$ cat src/rtl/cmd_parser_consts.vh
// constants for the multidrop ascii command parser: offsets, codes, timing
// assumes a 10 MHz mclk and byte addressed avalon-mm with 32-bit data
`ifndef CMD_PARSER_CONSTS_VH
`define CMD_PARSER_CONSTS_VH

// clock and serial timing
`define CLK_HZ            10000000
`define BAUD_SLOWEST      1200
`define BAUD_DIV_SLOWEST  (`CLK_HZ / `BAUD_SLOWEST)
`define TX_DELAY_RST      16'h0064

// string limits
`define MAX_STRING_LEN    9'h100
`define MAX_PARAM_CHARS   4'h8
`define MAX_BUS_ADDR      8'h7f

// ascii codes
`define CH_CR             8'h0d
`define CH_DOLLAR         8'h24
`define CH_COMMA          8'h2c
`define CH_PLUS           8'h2b
`define CH_MINUS          8'h2d
`define CH_DOT            8'h2e
`define CH_SPACE          8'h20
`define CH_ZERO           8'h30
`define CH_NINE           8'h39
`define CH_UPPER_A        8'h41
`define CH_UPPER_Z        8'h5a
`define CH_LOWER_A        8'h61
`define CH_LOWER_Z        8'h7a
`define CH_S              8'h53
`define CH_U              8'h55
`define CH_FOUR           8'h34

// register byte offsets
`define REG_CTRL          5'h00
`define REG_STATUS        5'h04
`define REG_CMD           5'h08
`define REG_PARAM_LO      5'h0c
`define REG_PARAM_HI      5'h10
`define REG_TX_DELAY      5'h14

// control register fields and reset value
`define CTRL_REMOTE_BIT   0
`define CTRL_MD_EN_BIT    1
`define CTRL_REMOTE_RST   1'b0

// status code bit positions (weights 1,2,8,16,32,64,128)
`define ST_REMOTE         0
`define ST_UNLOCK         1
`define ST_CHAR_ERR       3
`define ST_DATA_ERR       4
`define ST_LOST           5
`define ST_EXT_REF        6
`define ST_MUTE           7

`endif

$ cat src/rtl/multidrop_ascii_command_parser.v
// multidrop_ascii_command_parser: decodes ascii command strings from a shared line
// assumes switches and rx line are asynchronous pins; status inputs are on mclk
// Notes on behaviour
// [RULE1] serial commands execute only in remote mode; panel control only in local mode
// [RULE2] own bus address 0..127 is taken from the address switches after reset
// [RULE3] one switch position is no address bit; it sets the multidrop default
// [RULE4] the serial parameter switches set the serial port rate
// [RULE5] multidrop-off command gives point-to-point; multidrop-on restores addressing
// [RULE6] a command code is one letter; comma and dollar only for addressing
// [RULE7] parameter characters follow the letter and are collected before execution
// [RULE8] carriage return ends every string
// [RULE9] lower-case letters in a string are invalid
// [RULE10] commands execute only while the unit is selected
// [RULE11] select indicator lights whenever the unit is addressed
// [RULE12] dollar plus decimal address selects the unit on a match
// [RULE13] comma-separated address list selects the unit if any entry matches
// [RULE14] selection persists across strings until the next addressing
// [RULE15] an unaddressed unit ignores all following commands
// [RULE16] a selected unit finding a string error drops the command and de-selects; a data error on the carriage return keeps the selection
// [RULE17] a string holds at most 256 characters including the carriage return
// [RULE18] baud rate and transmit drive delay are configurable
// [RULE19] responses end with S and the decimal sum of status flag weights
// [RULE20] badly formatted data de-selects and discards input until carriage return; a data error on the carriage return itself does not de-select
// [RULE21] interrogations are ignored while more than one unit is addressed
// [RULE22] an over-long string is a lost-data error; input discarded until return
// [RULE23] with multidrop off the unit counts as always selected
//
// Our own choices: the address map and register access over Avalon-MM.
`timescale 1ns/1ns
`include "cmd_parser_consts.vh"
module multidrop_ascii_command_parser #(
    parameter BAUD_DIV_MAX = `BAUD_DIV_SLOWEST
) (
    // clock and reset
    input  wire        mclk,
    input  wire        rst_n,
    // avalon-mm slave
    input  wire [4:0]  address,
    input  wire        read,
    input  wire        write,
    input  wire [31:0] writedata,
    output reg  [31:0] readdata,
    output wire        waitrequest,
    // serial line
    input  wire        controller_to_unit_line,
    output wire        unit_to_controller_line,
    output wire        unit_to_controller_line_oe_n,
    // rear switches
    input  wire [7:0]  serial_param_switches,
    input  wire [6:0]  bus_address_switches,
    input  wire        multidrop_default_switch,
    // receiver state feeding the status code
    input  wire        synth_unlock,
    input  wire        ext_ref,
    input  wire        mute_active,
    // panel and executed commands
    output wire        select_led,
    output wire        panel_enable,
    output reg         cmd_valid,
    output reg  [7:0]  cmd_code,
    output reg  [63:0] cmd_param,
    output reg  [3:0]  cmd_param_len
);
    localparam P_START   = 2'd0;
    localparam P_ADDR    = 2'd1;
    localparam P_PARAM   = 2'd2;
    localparam P_DISCARD = 2'd3;
    localparam T_IDLE  = 3'd0;
    localparam T_WAIT  = 3'd1;
    localparam T_S     = 3'd2;
    localparam T_HUND  = 3'd3;
    localparam T_TENS  = 3'd4;
    localparam T_ONES  = 3'd5;
    localparam T_CR    = 3'd6;

    // synchronised switches and strap capture
    reg  [15:0] sw_s1;
    reg  [15:0] sw_s2;
    reg         strap_done_reg;
    reg  [6:0]  own_addr_reg;
    // control and configuration
    reg         remote_reg;
    reg         md_en_reg;
    reg  [15:0] tx_delay_reg;
    reg         ack_reg;
    // parser
    reg  [1:0]  pstate_reg;
    reg  [8:0]  len_reg;
    reg  [7:0]  num_reg;
    reg         have_digit_reg;
    reg         match_acc_reg;
    reg  [1:0]  addr_cnt_reg;
    reg         sel_reg;
    reg         multi_reg;
    reg         pend_reg;
    reg  [7:0]  pcode_reg;
    reg  [63:0] pparam_reg;
    reg  [3:0]  plen_reg;
    reg  [7:0]  cur_err_reg;
    reg  [7:0]  last_err_reg;
    // responder
    reg  [2:0]  tstate_reg;
    reg  [15:0] tdly_reg;
    reg  [7:0]  snap_reg;
    reg         tx_go_reg;
    reg  [7:0]  tx_byte_reg;

    wire [7:0]  rx_data;
    wire        rx_valid;
    wire        rx_frame_err;
    wire        tx_busy;
    wire [15:0] baud_div;
    wire [7:0]  status_code;
    wire [7:0]  b = rx_data;
    wire        is_cr    = (b == `CH_CR);
    wire        is_digit = (b >= `CH_ZERO) && (b <= `CH_NINE);
    wire        is_upper = (b >= `CH_UPPER_A) && (b <= `CH_UPPER_Z);
    wire        is_lower = (b >= `CH_LOWER_A) && (b <= `CH_LOWER_Z);
    wire        is_pchar = is_digit || (b == `CH_DOT) || (b == `CH_PLUS)
                           || (b == `CH_MINUS) || (b == `CH_SPACE);
    wire        sel_eff  = ~md_en_reg | sel_reg;  // [RULE23]
    wire [7:0]  num_next = (num_reg * 8'd10) + (b - `CH_ZERO);
    // an S right after U is its argument, not a new command
    wire        u_arg    = (pcode_reg == `CH_U) && (plen_reg == 4'd0) && (b == `CH_S);

    assign waitrequest  = (read | write) & ~ack_reg;
    assign select_led   = sel_eff;  // [RULE11]
    assign panel_enable = ~remote_reg;  // [RULE1]
    // rate from the switches: slowest-rate divisor halved per step
    wire [31:0] baud_full = BAUD_DIV_MAX >> sw_s2[10:8];
    assign baud_div     = baud_full[15:0];  // [RULE4]
    assign status_code  = {mute_active, ext_ref, last_err_reg[5:3], 1'b0,
                           synth_unlock, remote_reg};  // [RULE19]

    serial_port u_port (
        .mclk         (mclk),
        .rst_n        (rst_n),
        .rx_pin       (controller_to_unit_line),
        .tx_line      (unit_to_controller_line),
        .tx_oe_n      (unit_to_controller_line_oe_n),
        .baud_div     (baud_div),
        .rx_data      (rx_data),
        .rx_valid     (rx_valid),
        .rx_frame_err (rx_frame_err),
        .tx_start     (tx_go_reg),
        .tx_data      (tx_byte_reg),
        .tx_busy      (tx_busy)
    );

    // byte classification for the current character
    reg  err_data;
    reg  err_char;
    reg  err_lost;
    reg  fin_num;
    reg  addr_end;
    reg  exec_now;
    always @* begin
        err_char = rx_frame_err || (rx_valid && is_lower);  // [RULE9]
        err_lost = rx_valid && !is_cr && (len_reg == `MAX_STRING_LEN - 9'd1);  // [RULE17] [RULE22]
        err_data = 1'b0;
        fin_num  = 1'b0;
        addr_end = 1'b0;
        exec_now = 1'b0;
        if (rx_valid && !is_lower) begin
            case (pstate_reg)
                P_START: err_data = !(is_cr || is_upper || b == `CH_DOLLAR);  // [RULE6]
                P_ADDR: begin
                    fin_num  = have_digit_reg && (is_cr || is_upper || b == `CH_COMMA);
                    addr_end = is_cr || is_upper;
                    err_data = !(is_digit || fin_num)
                               || (is_digit && num_next > `MAX_BUS_ADDR)
                               || (is_digit && num_reg > 8'd12);
                end
                P_PARAM: begin
                    exec_now = pend_reg && !u_arg
                               && (is_cr || is_upper || b == `CH_DOLLAR);  // [RULE7]
                    err_data = !(exec_now || is_pchar || u_arg)
                               || (is_pchar && plen_reg == `MAX_PARAM_CHARS);
                end
                default: err_data = 1'b0;
            endcase
        end
    end

    wire any_err = (err_char || err_data || err_lost) && pstate_reg != P_DISCARD;
    wire interrog = (plen_reg == 4'd0);
    wire allowed  = remote_reg && sel_eff  // [RULE1] [RULE10] [RULE15]
                    && !(interrog && md_en_reg && multi_reg);  // [RULE21]
    wire do_exec  = exec_now && !any_err && allowed;

    // switch synchroniser and strap capture after reset release
    always @(posedge mclk) begin
        sw_s1 <= {serial_param_switches, multidrop_default_switch, bus_address_switches};
        sw_s2 <= sw_s1;  // runs through reset so the capture sees settled pins
        if (!rst_n) begin
            strap_done_reg <= 1'b0;
            own_addr_reg   <= 7'h00;
        end else if (!strap_done_reg) begin
            strap_done_reg <= 1'b1;
            own_addr_reg   <= sw_s2[6:0];  // [RULE2]
        end
    end

    // parser: addressing, parameters, errors, string length
    always @(posedge mclk) begin
        if (!rst_n) begin
            pstate_reg     <= P_START;
            len_reg        <= 9'h000;
            num_reg        <= 8'h00;
            have_digit_reg <= 1'b0;
            match_acc_reg  <= 1'b0;
            addr_cnt_reg   <= 2'd0;
            sel_reg        <= 1'b0;
            multi_reg      <= 1'b0;
            pend_reg       <= 1'b0;
            pcode_reg      <= 8'h00;
            pparam_reg     <= 64'h0;
            plen_reg       <= 4'd0;
            cur_err_reg    <= 8'h00;
            last_err_reg   <= 8'h00;
        end else if (rx_valid || rx_frame_err) begin
            len_reg <= len_reg + 9'h001;
            if (is_cr && rx_valid) begin  // [RULE8]
                len_reg      <= 9'h000;
                pstate_reg   <= P_START;
                pend_reg     <= 1'b0;
                last_err_reg <= cur_err_reg | {2'b00, err_data, err_char, 3'b000};
                cur_err_reg  <= 8'h00;
            end else if (any_err) begin
                pstate_reg <= P_DISCARD;  // [RULE20] [RULE22]
                pend_reg   <= 1'b0;
                if (sel_reg) begin
                    sel_reg <= 1'b0;  // [RULE16]
                end
                cur_err_reg <= cur_err_reg | {2'b00, err_lost, err_data, err_char, 3'b000};
            end else if (pstate_reg != P_DISCARD) begin
                if (b == `CH_DOLLAR) begin
                    pstate_reg     <= P_ADDR;
                    num_reg        <= 8'h00;
                    have_digit_reg <= 1'b0;
                    match_acc_reg  <= 1'b0;
                    addr_cnt_reg   <= 2'd0;
                    pend_reg       <= 1'b0;
                end else if (is_upper && !(u_arg && pstate_reg == P_PARAM)) begin
                    pstate_reg <= P_PARAM;
                    pend_reg   <= 1'b1;
                    pcode_reg  <= b;
                    pparam_reg <= 64'h0;
                    plen_reg   <= 4'd0;
                end else if (is_digit && pstate_reg == P_ADDR) begin
                    num_reg        <= num_next;
                    have_digit_reg <= 1'b1;
                end else if (pstate_reg == P_ADDR) begin
                    num_reg        <= 8'h00;  // comma closes one list entry
                    have_digit_reg <= 1'b0;
                end else begin
                    pparam_reg <= {pparam_reg[55:0], b};  // [RULE7]
                    plen_reg   <= plen_reg + 4'd1;
                end
            end
            if (fin_num && !any_err) begin
                match_acc_reg <= match_acc_reg | (num_reg[6:0] == own_addr_reg);  // [RULE13]
                if (addr_cnt_reg != 2'd2) begin
                    addr_cnt_reg <= addr_cnt_reg + 2'd1;
                end
            end
            if (addr_end && !any_err) begin
                // selection is loaded here, at the end of an address list, and cleared on any error except a data error on the carriage return
                sel_reg   <= match_acc_reg | (num_reg[6:0] == own_addr_reg);  // [RULE12] [RULE14]
                multi_reg <= (addr_cnt_reg != 2'd0);
            end
        end
    end

    // executed command outputs and multidrop mode commands
    always @(posedge mclk) begin
        if (!rst_n) begin
            cmd_valid     <= 1'b0;
            cmd_code      <= 8'h00;
            cmd_param     <= 64'h0;
            cmd_param_len <= 4'd0;
            remote_reg    <= `CTRL_REMOTE_RST;
            md_en_reg     <= 1'b1;
        end else begin
            cmd_valid <= do_exec;
            if (!strap_done_reg) begin
                md_en_reg <= ~sw_s2[7];  // [RULE3]
            end
            if (do_exec) begin
                cmd_code      <= pcode_reg;
                cmd_param     <= pparam_reg;
                cmd_param_len <= plen_reg;
                if (pcode_reg == `CH_U && plen_reg == 4'd1) begin
                    if (pparam_reg[7:0] == `CH_FOUR) begin
                        md_en_reg <= 1'b1;  // [RULE5]
                    end else if (pparam_reg[7:0] == `CH_S) begin
                        md_en_reg <= 1'b0;  // [RULE5]
                    end
                end
            end
            if (write && ack_reg && address == `REG_CTRL) begin
                remote_reg <= writedata[`CTRL_REMOTE_BIT];
                md_en_reg  <= writedata[`CTRL_MD_EN_BIT];
            end
        end
    end

    // responder: drive delay, then S, decimal status, carriage return
    always @(posedge mclk) begin
        if (!rst_n) begin
            tstate_reg  <= T_IDLE;
            tdly_reg    <= 16'h0000;
            snap_reg    <= 8'h00;
            tx_go_reg   <= 1'b0;
            tx_byte_reg <= 8'h00;
        end else begin
            tx_go_reg <= 1'b0;
            case (tstate_reg)
                T_IDLE: begin
                    if (do_exec && interrog) begin
                        tstate_reg <= T_WAIT;
                        tdly_reg   <= tx_delay_reg;  // [RULE18]
                        snap_reg   <= status_code;
                    end
                end
                T_WAIT: begin
                    if (tdly_reg != 16'h0000) begin
                        tdly_reg <= tdly_reg - 16'h0001;
                    end else begin
                        tstate_reg <= T_S;
                    end
                end
                default: begin
                    if (!tx_busy && !tx_go_reg) begin
                        tx_go_reg  <= 1'b1;
                        tstate_reg <= tstate_reg + 3'd1;
                        case (tstate_reg)
                            T_S:    tx_byte_reg <= `CH_S;  // [RULE19]
                            T_HUND: tx_byte_reg <= `CH_ZERO + (snap_reg / 8'd100);
                            T_TENS: tx_byte_reg <= `CH_ZERO + ((snap_reg / 8'd10) % 8'd10);
                            T_ONES: tx_byte_reg <= `CH_ZERO + (snap_reg % 8'd10);
                            default: begin
                                tx_byte_reg <= `CH_CR;
                                tstate_reg  <= T_IDLE;
                            end
                        endcase
                        // leading zeros are skipped
                        if (tstate_reg == T_HUND && snap_reg < 8'd100) begin
                            tx_go_reg  <= 1'b0;
                        end
                        if (tstate_reg == T_TENS && snap_reg < 8'd10) begin
                            tx_go_reg  <= 1'b0;
                        end
                    end
                end
            endcase
        end
    end

    // avalon slave: one wait cycle, registered read data
    always @(posedge mclk) begin
        if (!rst_n) begin
            ack_reg      <= 1'b0;
            readdata     <= 32'h0;
            tx_delay_reg <= `TX_DELAY_RST;
        end else begin
            ack_reg <= (read | write) & ~ack_reg;
            if (write && ack_reg && address == `REG_TX_DELAY) begin
                tx_delay_reg <= writedata[15:0];  // [RULE18]
            end
            if (read && !ack_reg) begin
                case (address)
                    `REG_CTRL:     readdata <= {30'h0, md_en_reg, remote_reg};
                    `REG_STATUS:   readdata <= {sw_s2[15:8], 1'b0, own_addr_reg, 5'h00,
                                                md_en_reg, multi_reg, sel_eff, status_code};
                    `REG_CMD:      readdata <= {15'h0, interrog, 4'h0, cmd_param_len, cmd_code};
                    `REG_PARAM_LO: readdata <= cmd_param[31:0];
                    `REG_PARAM_HI: readdata <= cmd_param[63:32];
                    `REG_TX_DELAY: readdata <= {16'h0, tx_delay_reg};
                    default:       readdata <= 32'h0;
                endcase
            end
        end
    end
endmodule

$ cat src/rtl/serial_port.v
// serial_port: 8n1 receiver and transmitter sharing one baud divisor
// assumes the rx pin is asynchronous to mclk; tx requests come from mclk logic
`timescale 1ns/1ns
module serial_port (
    // clock and reset
    input  wire        mclk,
    input  wire        rst_n,
    // line side
    input  wire        rx_pin,
    output reg         tx_line,
    output wire        tx_oe_n,
    // rate
    input  wire [15:0] baud_div,
    // receive side
    output reg  [7:0]  rx_data,
    output reg         rx_valid,
    output reg         rx_frame_err,
    // transmit side
    input  wire        tx_start,
    input  wire [7:0]  tx_data,
    output wire        tx_busy
);
    localparam R_IDLE  = 2'd0;
    localparam R_START = 2'd1;
    localparam R_DATA  = 2'd2;
    localparam R_STOP  = 2'd3;

    reg        rx_s1;
    reg        rx_s2;
    reg [1:0]  rstate_reg;
    reg [15:0] rcnt_reg;
    reg [2:0]  rbit_reg;
    reg [7:0]  rsh_reg;
    reg [9:0]  tsh_reg;
    reg [3:0]  tbits_reg;
    reg [15:0] tcnt_reg;

    assign tx_busy = (tbits_reg != 4'd0);
    assign tx_oe_n = ~tx_busy;  // drive the shared line only while sending

    // two-stage synchroniser on the line
    always @(posedge mclk) begin
        if (!rst_n) begin
            rx_s1 <= 1'b1;
            rx_s2 <= 1'b1;
        end else begin
            rx_s1 <= rx_pin;
            rx_s2 <= rx_s1;
        end
    end

    // receiver: find start edge, sample mid-bit
    always @(posedge mclk) begin
        if (!rst_n) begin
            rstate_reg   <= R_IDLE;
            rcnt_reg     <= 16'h0000;
            rbit_reg     <= 3'd0;
            rsh_reg      <= 8'h00;
            rx_data      <= 8'h00;
            rx_valid     <= 1'b0;
            rx_frame_err <= 1'b0;
        end else begin
            rx_valid     <= 1'b0;
            rx_frame_err <= 1'b0;
            case (rstate_reg)
                R_IDLE: begin
                    if (!rx_s2) begin
                        rcnt_reg   <= {1'b0, baud_div[15:1]};
                        rstate_reg <= R_START;
                    end
                end
                R_START: begin
                    if (rcnt_reg != 16'h0000) begin
                        rcnt_reg <= rcnt_reg - 16'h0001;
                    end else if (!rx_s2) begin
                        rcnt_reg   <= baud_div;
                        rbit_reg   <= 3'd0;
                        rstate_reg <= R_DATA;
                    end else begin
                        rstate_reg <= R_IDLE;  // glitch, not a start bit
                    end
                end
                R_DATA: begin
                    if (rcnt_reg != 16'h0000) begin
                        rcnt_reg <= rcnt_reg - 16'h0001;
                    end else begin
                        rsh_reg  <= {rx_s2, rsh_reg[7:1]};
                        rcnt_reg <= baud_div;
                        rbit_reg <= rbit_reg + 3'd1;
                        if (rbit_reg == 3'd7) begin
                            rstate_reg <= R_STOP;
                        end
                    end
                end
                default: begin
                    if (rcnt_reg != 16'h0000) begin
                        rcnt_reg <= rcnt_reg - 16'h0001;
                    end else begin
                        rx_data      <= rsh_reg;
                        rx_valid     <= rx_s2;
                        rx_frame_err <= ~rx_s2;
                        rstate_reg   <= R_IDLE;
                    end
                end
            endcase
        end
    end

    // transmitter: start bit, eight data bits lsb first, stop bit
    always @(posedge mclk) begin
        if (!rst_n) begin
            tsh_reg   <= 10'h3ff;
            tbits_reg <= 4'd0;
            tcnt_reg  <= 16'h0000;
            tx_line   <= 1'b1;
        end else if (!tx_busy) begin
            tx_line <= 1'b1;
            if (tx_start) begin
                tsh_reg   <= {1'b1, tx_data, 1'b0};
                tbits_reg <= 4'd10;
                tcnt_reg  <= baud_div;
            end
        end else begin
            tx_line <= tsh_reg[0];
            if (tcnt_reg != 16'h0000) begin
                tcnt_reg <= tcnt_reg - 16'h0001;
            end else begin
                tsh_reg   <= {1'b1, tsh_reg[9:1]};
                tbits_reg <= tbits_reg - 4'd1;
                tcnt_reg  <= baud_div;
            end
        end
    end
endmodule

$ cat config.mk
export PLATFORM = sky130hd
export DESIGN_NAME = multidrop_ascii_command_parser
export DESIGN_NICKNAME = d
export VERILOG_FILES = /design/src/rtl/multidrop_ascii_command_parser.v /design/src/rtl/serial_port.v
export VERILOG_INCLUDE_DIRS = /design/src /design/src/rtl
export SDC_FILE = /design/constraint.sdc
export NUM_CORES = 1
export LEC_CHECK = 0
export BUFFER_PORTS_ARGS = -buffer_cell sky130_fd_sc_hd__buf_4
export CORE_UTILIZATION = 45
export CTS_BUF_LIST = sky130_fd_sc_hd__clkbuf_16
export DETAILED_ROUTE_END_ITERATION = 6
export SYNTH_ARGS = -nofsm -noshare
export SYNTH_HDL_FRONTEND = slang
export SYNTH_HIERARCHICAL = 1
export SYNTH_SLANG_ARGS = --single-unit
$ cat constraint.sdc
create_clock -name mclk -period 5.55 [get_ports mclk]
set_input_delay 0.2775 -clock mclk [delete_from_list [all_inputs] [get_ports mclk]]
set_output_delay 0.2775 -clock mclk [all_outputs]
set_load 0.02 [all_outputs]
==> flow_metrics.py <==
metrics = {
    "status": {
        "outcome": "complete, no violations",
    },
    "sta": {
        "worst_slew_pin_slew_ns": 1.17,
        "tns_ns": 0,
        "finalCritPeriodShare_pct": 93.0,
        "fmax_mhz": 194,
        "max_slew_margin_pct": 21.9,
        "setup_ws_ns": 0.391,
        "rsz0062_at_grt": "false",
        "drv_slew": 0,
        "finalCriticalPeriod_ns": 5.16,
        "clock_skew_ns": 0.0213,
        "finalHoldViolCount": 0,
        "finalSetupViolations": 0,
    },
    "clock_network": {
        "clk_pin_slew_worst_paths_ns": 0.06,
        "worstSkewPairLatency_ns": 0.58,
        "clock_sink_count": 382,
        "cts_made_buffers": 42,
        "cts_tree": "done",
        "cts_max_path_buffers": 3,
        "cts_root_buf": "clkbuf_16",
        "htreeDepth": 2,
    },
    "yosys": {
        "ys.flop_type": "dfxtp_1",
        "async_reset_ff_share_pct": 0,
        "synth_top_cells_by_count": "382 x dfxtp_1, 376 x nand2_1, 242 x a21oi_1, 240 x nor2_1, 108 x clkbuf_1",
        "synth_top_area_share_pct": 41.7,
        "synthTopCellsByArea": "dfxtp_1 42%, nand2_1 7.7%, a21oi_1 6.6%",
        "avgSynthCellArea_um2": 8.26,
        "synth_cell_types": 102,
        "yosysSeqAreaShare_pct": 41.7,
        "synth.most_common_cell": "dfxtp_1",
        "synth_top_area_cell": "dfxtp_1",
        "synth_area_mm2": 0.0183,
        "ys_warn_count": 6,
        "synth-seq-cells": 382,
        "netlist_instances": 2220,
        "synth_edf_count": 0,
    },
    "route": {
        "drt_iter0_drc": 1179,
        "dr.pass1.iters": 5,
        "wl_per_cell_um": 18.8,
        "dr_total_vias": 16673,
        "antenna_left": 0,
        "drc": 0,
        "wl_um": 54800,
        "vias_per_cell": 5.73,
    },
    "critical_path": {
        "crit_slowest_cell": "or3b_2",
        "critPathMaxStageDelay_ns": 0.45,
        "crit_path_max_fanout": 8,
        "cp_top_family": "compound AO/OA/AOI/OAI gates",
        "crit_buf_inv": 2,
        "required_ns": 5.95,
        "end_kind": "flop",
        "rrSetupSlack_ns": 0.39,
        "worstSetupStartpointType": "flop",
        "crit_chain": "inv_1, ha_2, or3_4, a2111oi_4, a31o_2, nor2_2, a221o_2, inv_1, ha_1, a21o_1, nor2_1, nand3_1, o22ai_1, xnor2_1, ha_1, or3b_2, nand3_1, a211oi_2, a311oi_2, ha_1, xor2_1, o21ai_0, a21oi_1",
        "arrival_ns": 5.56,
        "crit_type": "flop to flop",
        "cp_common_cell": "ha_1",
    },
    "global_route": {
        "grt.overflow.total": 0,
        "grt_pass1_vias": 15760,
        "grt_max_degree": 88,
        "track_usage_pct": 26.0,
        "grt_pass1_wl_um": 86500,
        "grt_antenna_before_repair": 0,
    },
    "power": {
        "leakage_nw": 8.17,
        "finalPower_w": 0.00758,
        "power_density_mw_per_mm2": 349,
        "ir_drop_mv": 0.226,
    },
    "layout": {
        "fillers": 3732,
        "area_growth_pct": 18.4,
        "layout.nets": 2474,
        "fin_cells": 2910,
        "layout-drive-gt1-share_pct": 13.3,
        "diodes": 0,
        "fin_util_pct": 54.3,
    },
    "min_path": {
        "min_path_type": "input pin to flop",
    },
    "flow_run": {
        "cap_violations": 0,
    },
    "placement": {
        "gp_congestion": 0.877,
        "place_hpwl_um": 37600,
        "portBuffers": 158,
        "placed_cells_incl_taps": 2795,
        "dp_slack_ns": 0.218,
    },
    "floorplanning": {
        "row_count": 73,
        "ioPinCount": 175,
        "die_h_um": 204,
        "die_w_um": 204,
        "core-area_mm2": 0.0399,
        "dieArea_mm2": 0.0415,
        "start_util_pct": 45.9,
    },
}
[cells by family (layout without fill, tap and decap cells)]
logic type | after synthesis | in the layout | share of synthesized area (%)
buffers and inverters | 202 | 362 | 4.47
AOI/OAI and AO/OA | 576 | 576 | 20.7
adders and majority gates | 60 | 60 | 4.18
DFF | 382 | 382 | 41.7
other | 1 | 6 | 0.0205
muxes | 93 | 93 | 5.15
xor gates and xnor gates | 48 | 48 | 2.29
and+or+nand+nor | 858 | 858 | 21.4
[where the power goes]
group          leakage (nW)  internal, W  switching [W]
logic                  4.37     0.000632        0.00106
clock network         0.711      0.00169        0.00117
registers              3.10      0.00288       0.000147
[final timing paths]
kind	start	to	cells after the start
max reg2reg	snap_reg[3]	tx_byte_reg[6]	23
min	rst_n	strap_done_reg	1
min reg2reg	sw_s1[15]	sw_s2[15]	0
max	snap_reg[3]	tx_byte_reg[6]	23
[repair_timing]
item	4_1_cts	5_1_grt
endpoints found under the setup margin	0	3
gates resized for setup	0	5
endpoints found under the hold margin	38	0
hold buffers	38	0
setup buffers	0	1
[layout by cell type (no fill, tap or decap), types with 38 or more instances in the layout]
master | netlist | layout
mux2i_1 | 83 | 83
ha_1 | 58 | 56
nor2_1 | 240 | 240
dfxtp_1 | 382 | 381
dlygate4sd3_1 | 0 | 38
inv_1 | 60 | 65
buf_4 | 6 | 185
o21ai_0 | 63 | 63
nand2_1 | 376 | 375
clkbuf_16 | 0 | 43
nand3_1 | 41 | 41
a21oi_1 | 242 | 242
[metrics by stage]
step | cell area [um^2] | hold slack [ns]
detailed placement | 19900 | 0.312
CTS | 21700 | 0.194
floorplan | 18300 | 0.305
global placement | 19900 | 0.310
finish | 21700 | 0.207
global route | 21700 | 0.223
[per-layer routing]
metal | vias to the layer above | wire [um] | GRT usage (%)
li1 | 8116 | - | -
met1 | 8006 | 24100 | 34.0
met2 | 459 | 26500 | 43.4
met3 | 92 | 2880 | 4.45
met4 | 0 | 1370 | 8.24
met5 | - | 0 | 0
[layout make-up]
cell class	instances	area (um^2)	share of cell area, %
clock buffers	43	1080	4.96
inverters	61	231	1.07
flip-flops and latches	382	7650	35.3
well taps	525	657	3.03
repair buffers	225	1810	8.34
clock inverters	33	334	1.54
multi-input cells	1641	9940	45.8
No activity file was read; power rests on OpenSTA's default activity.
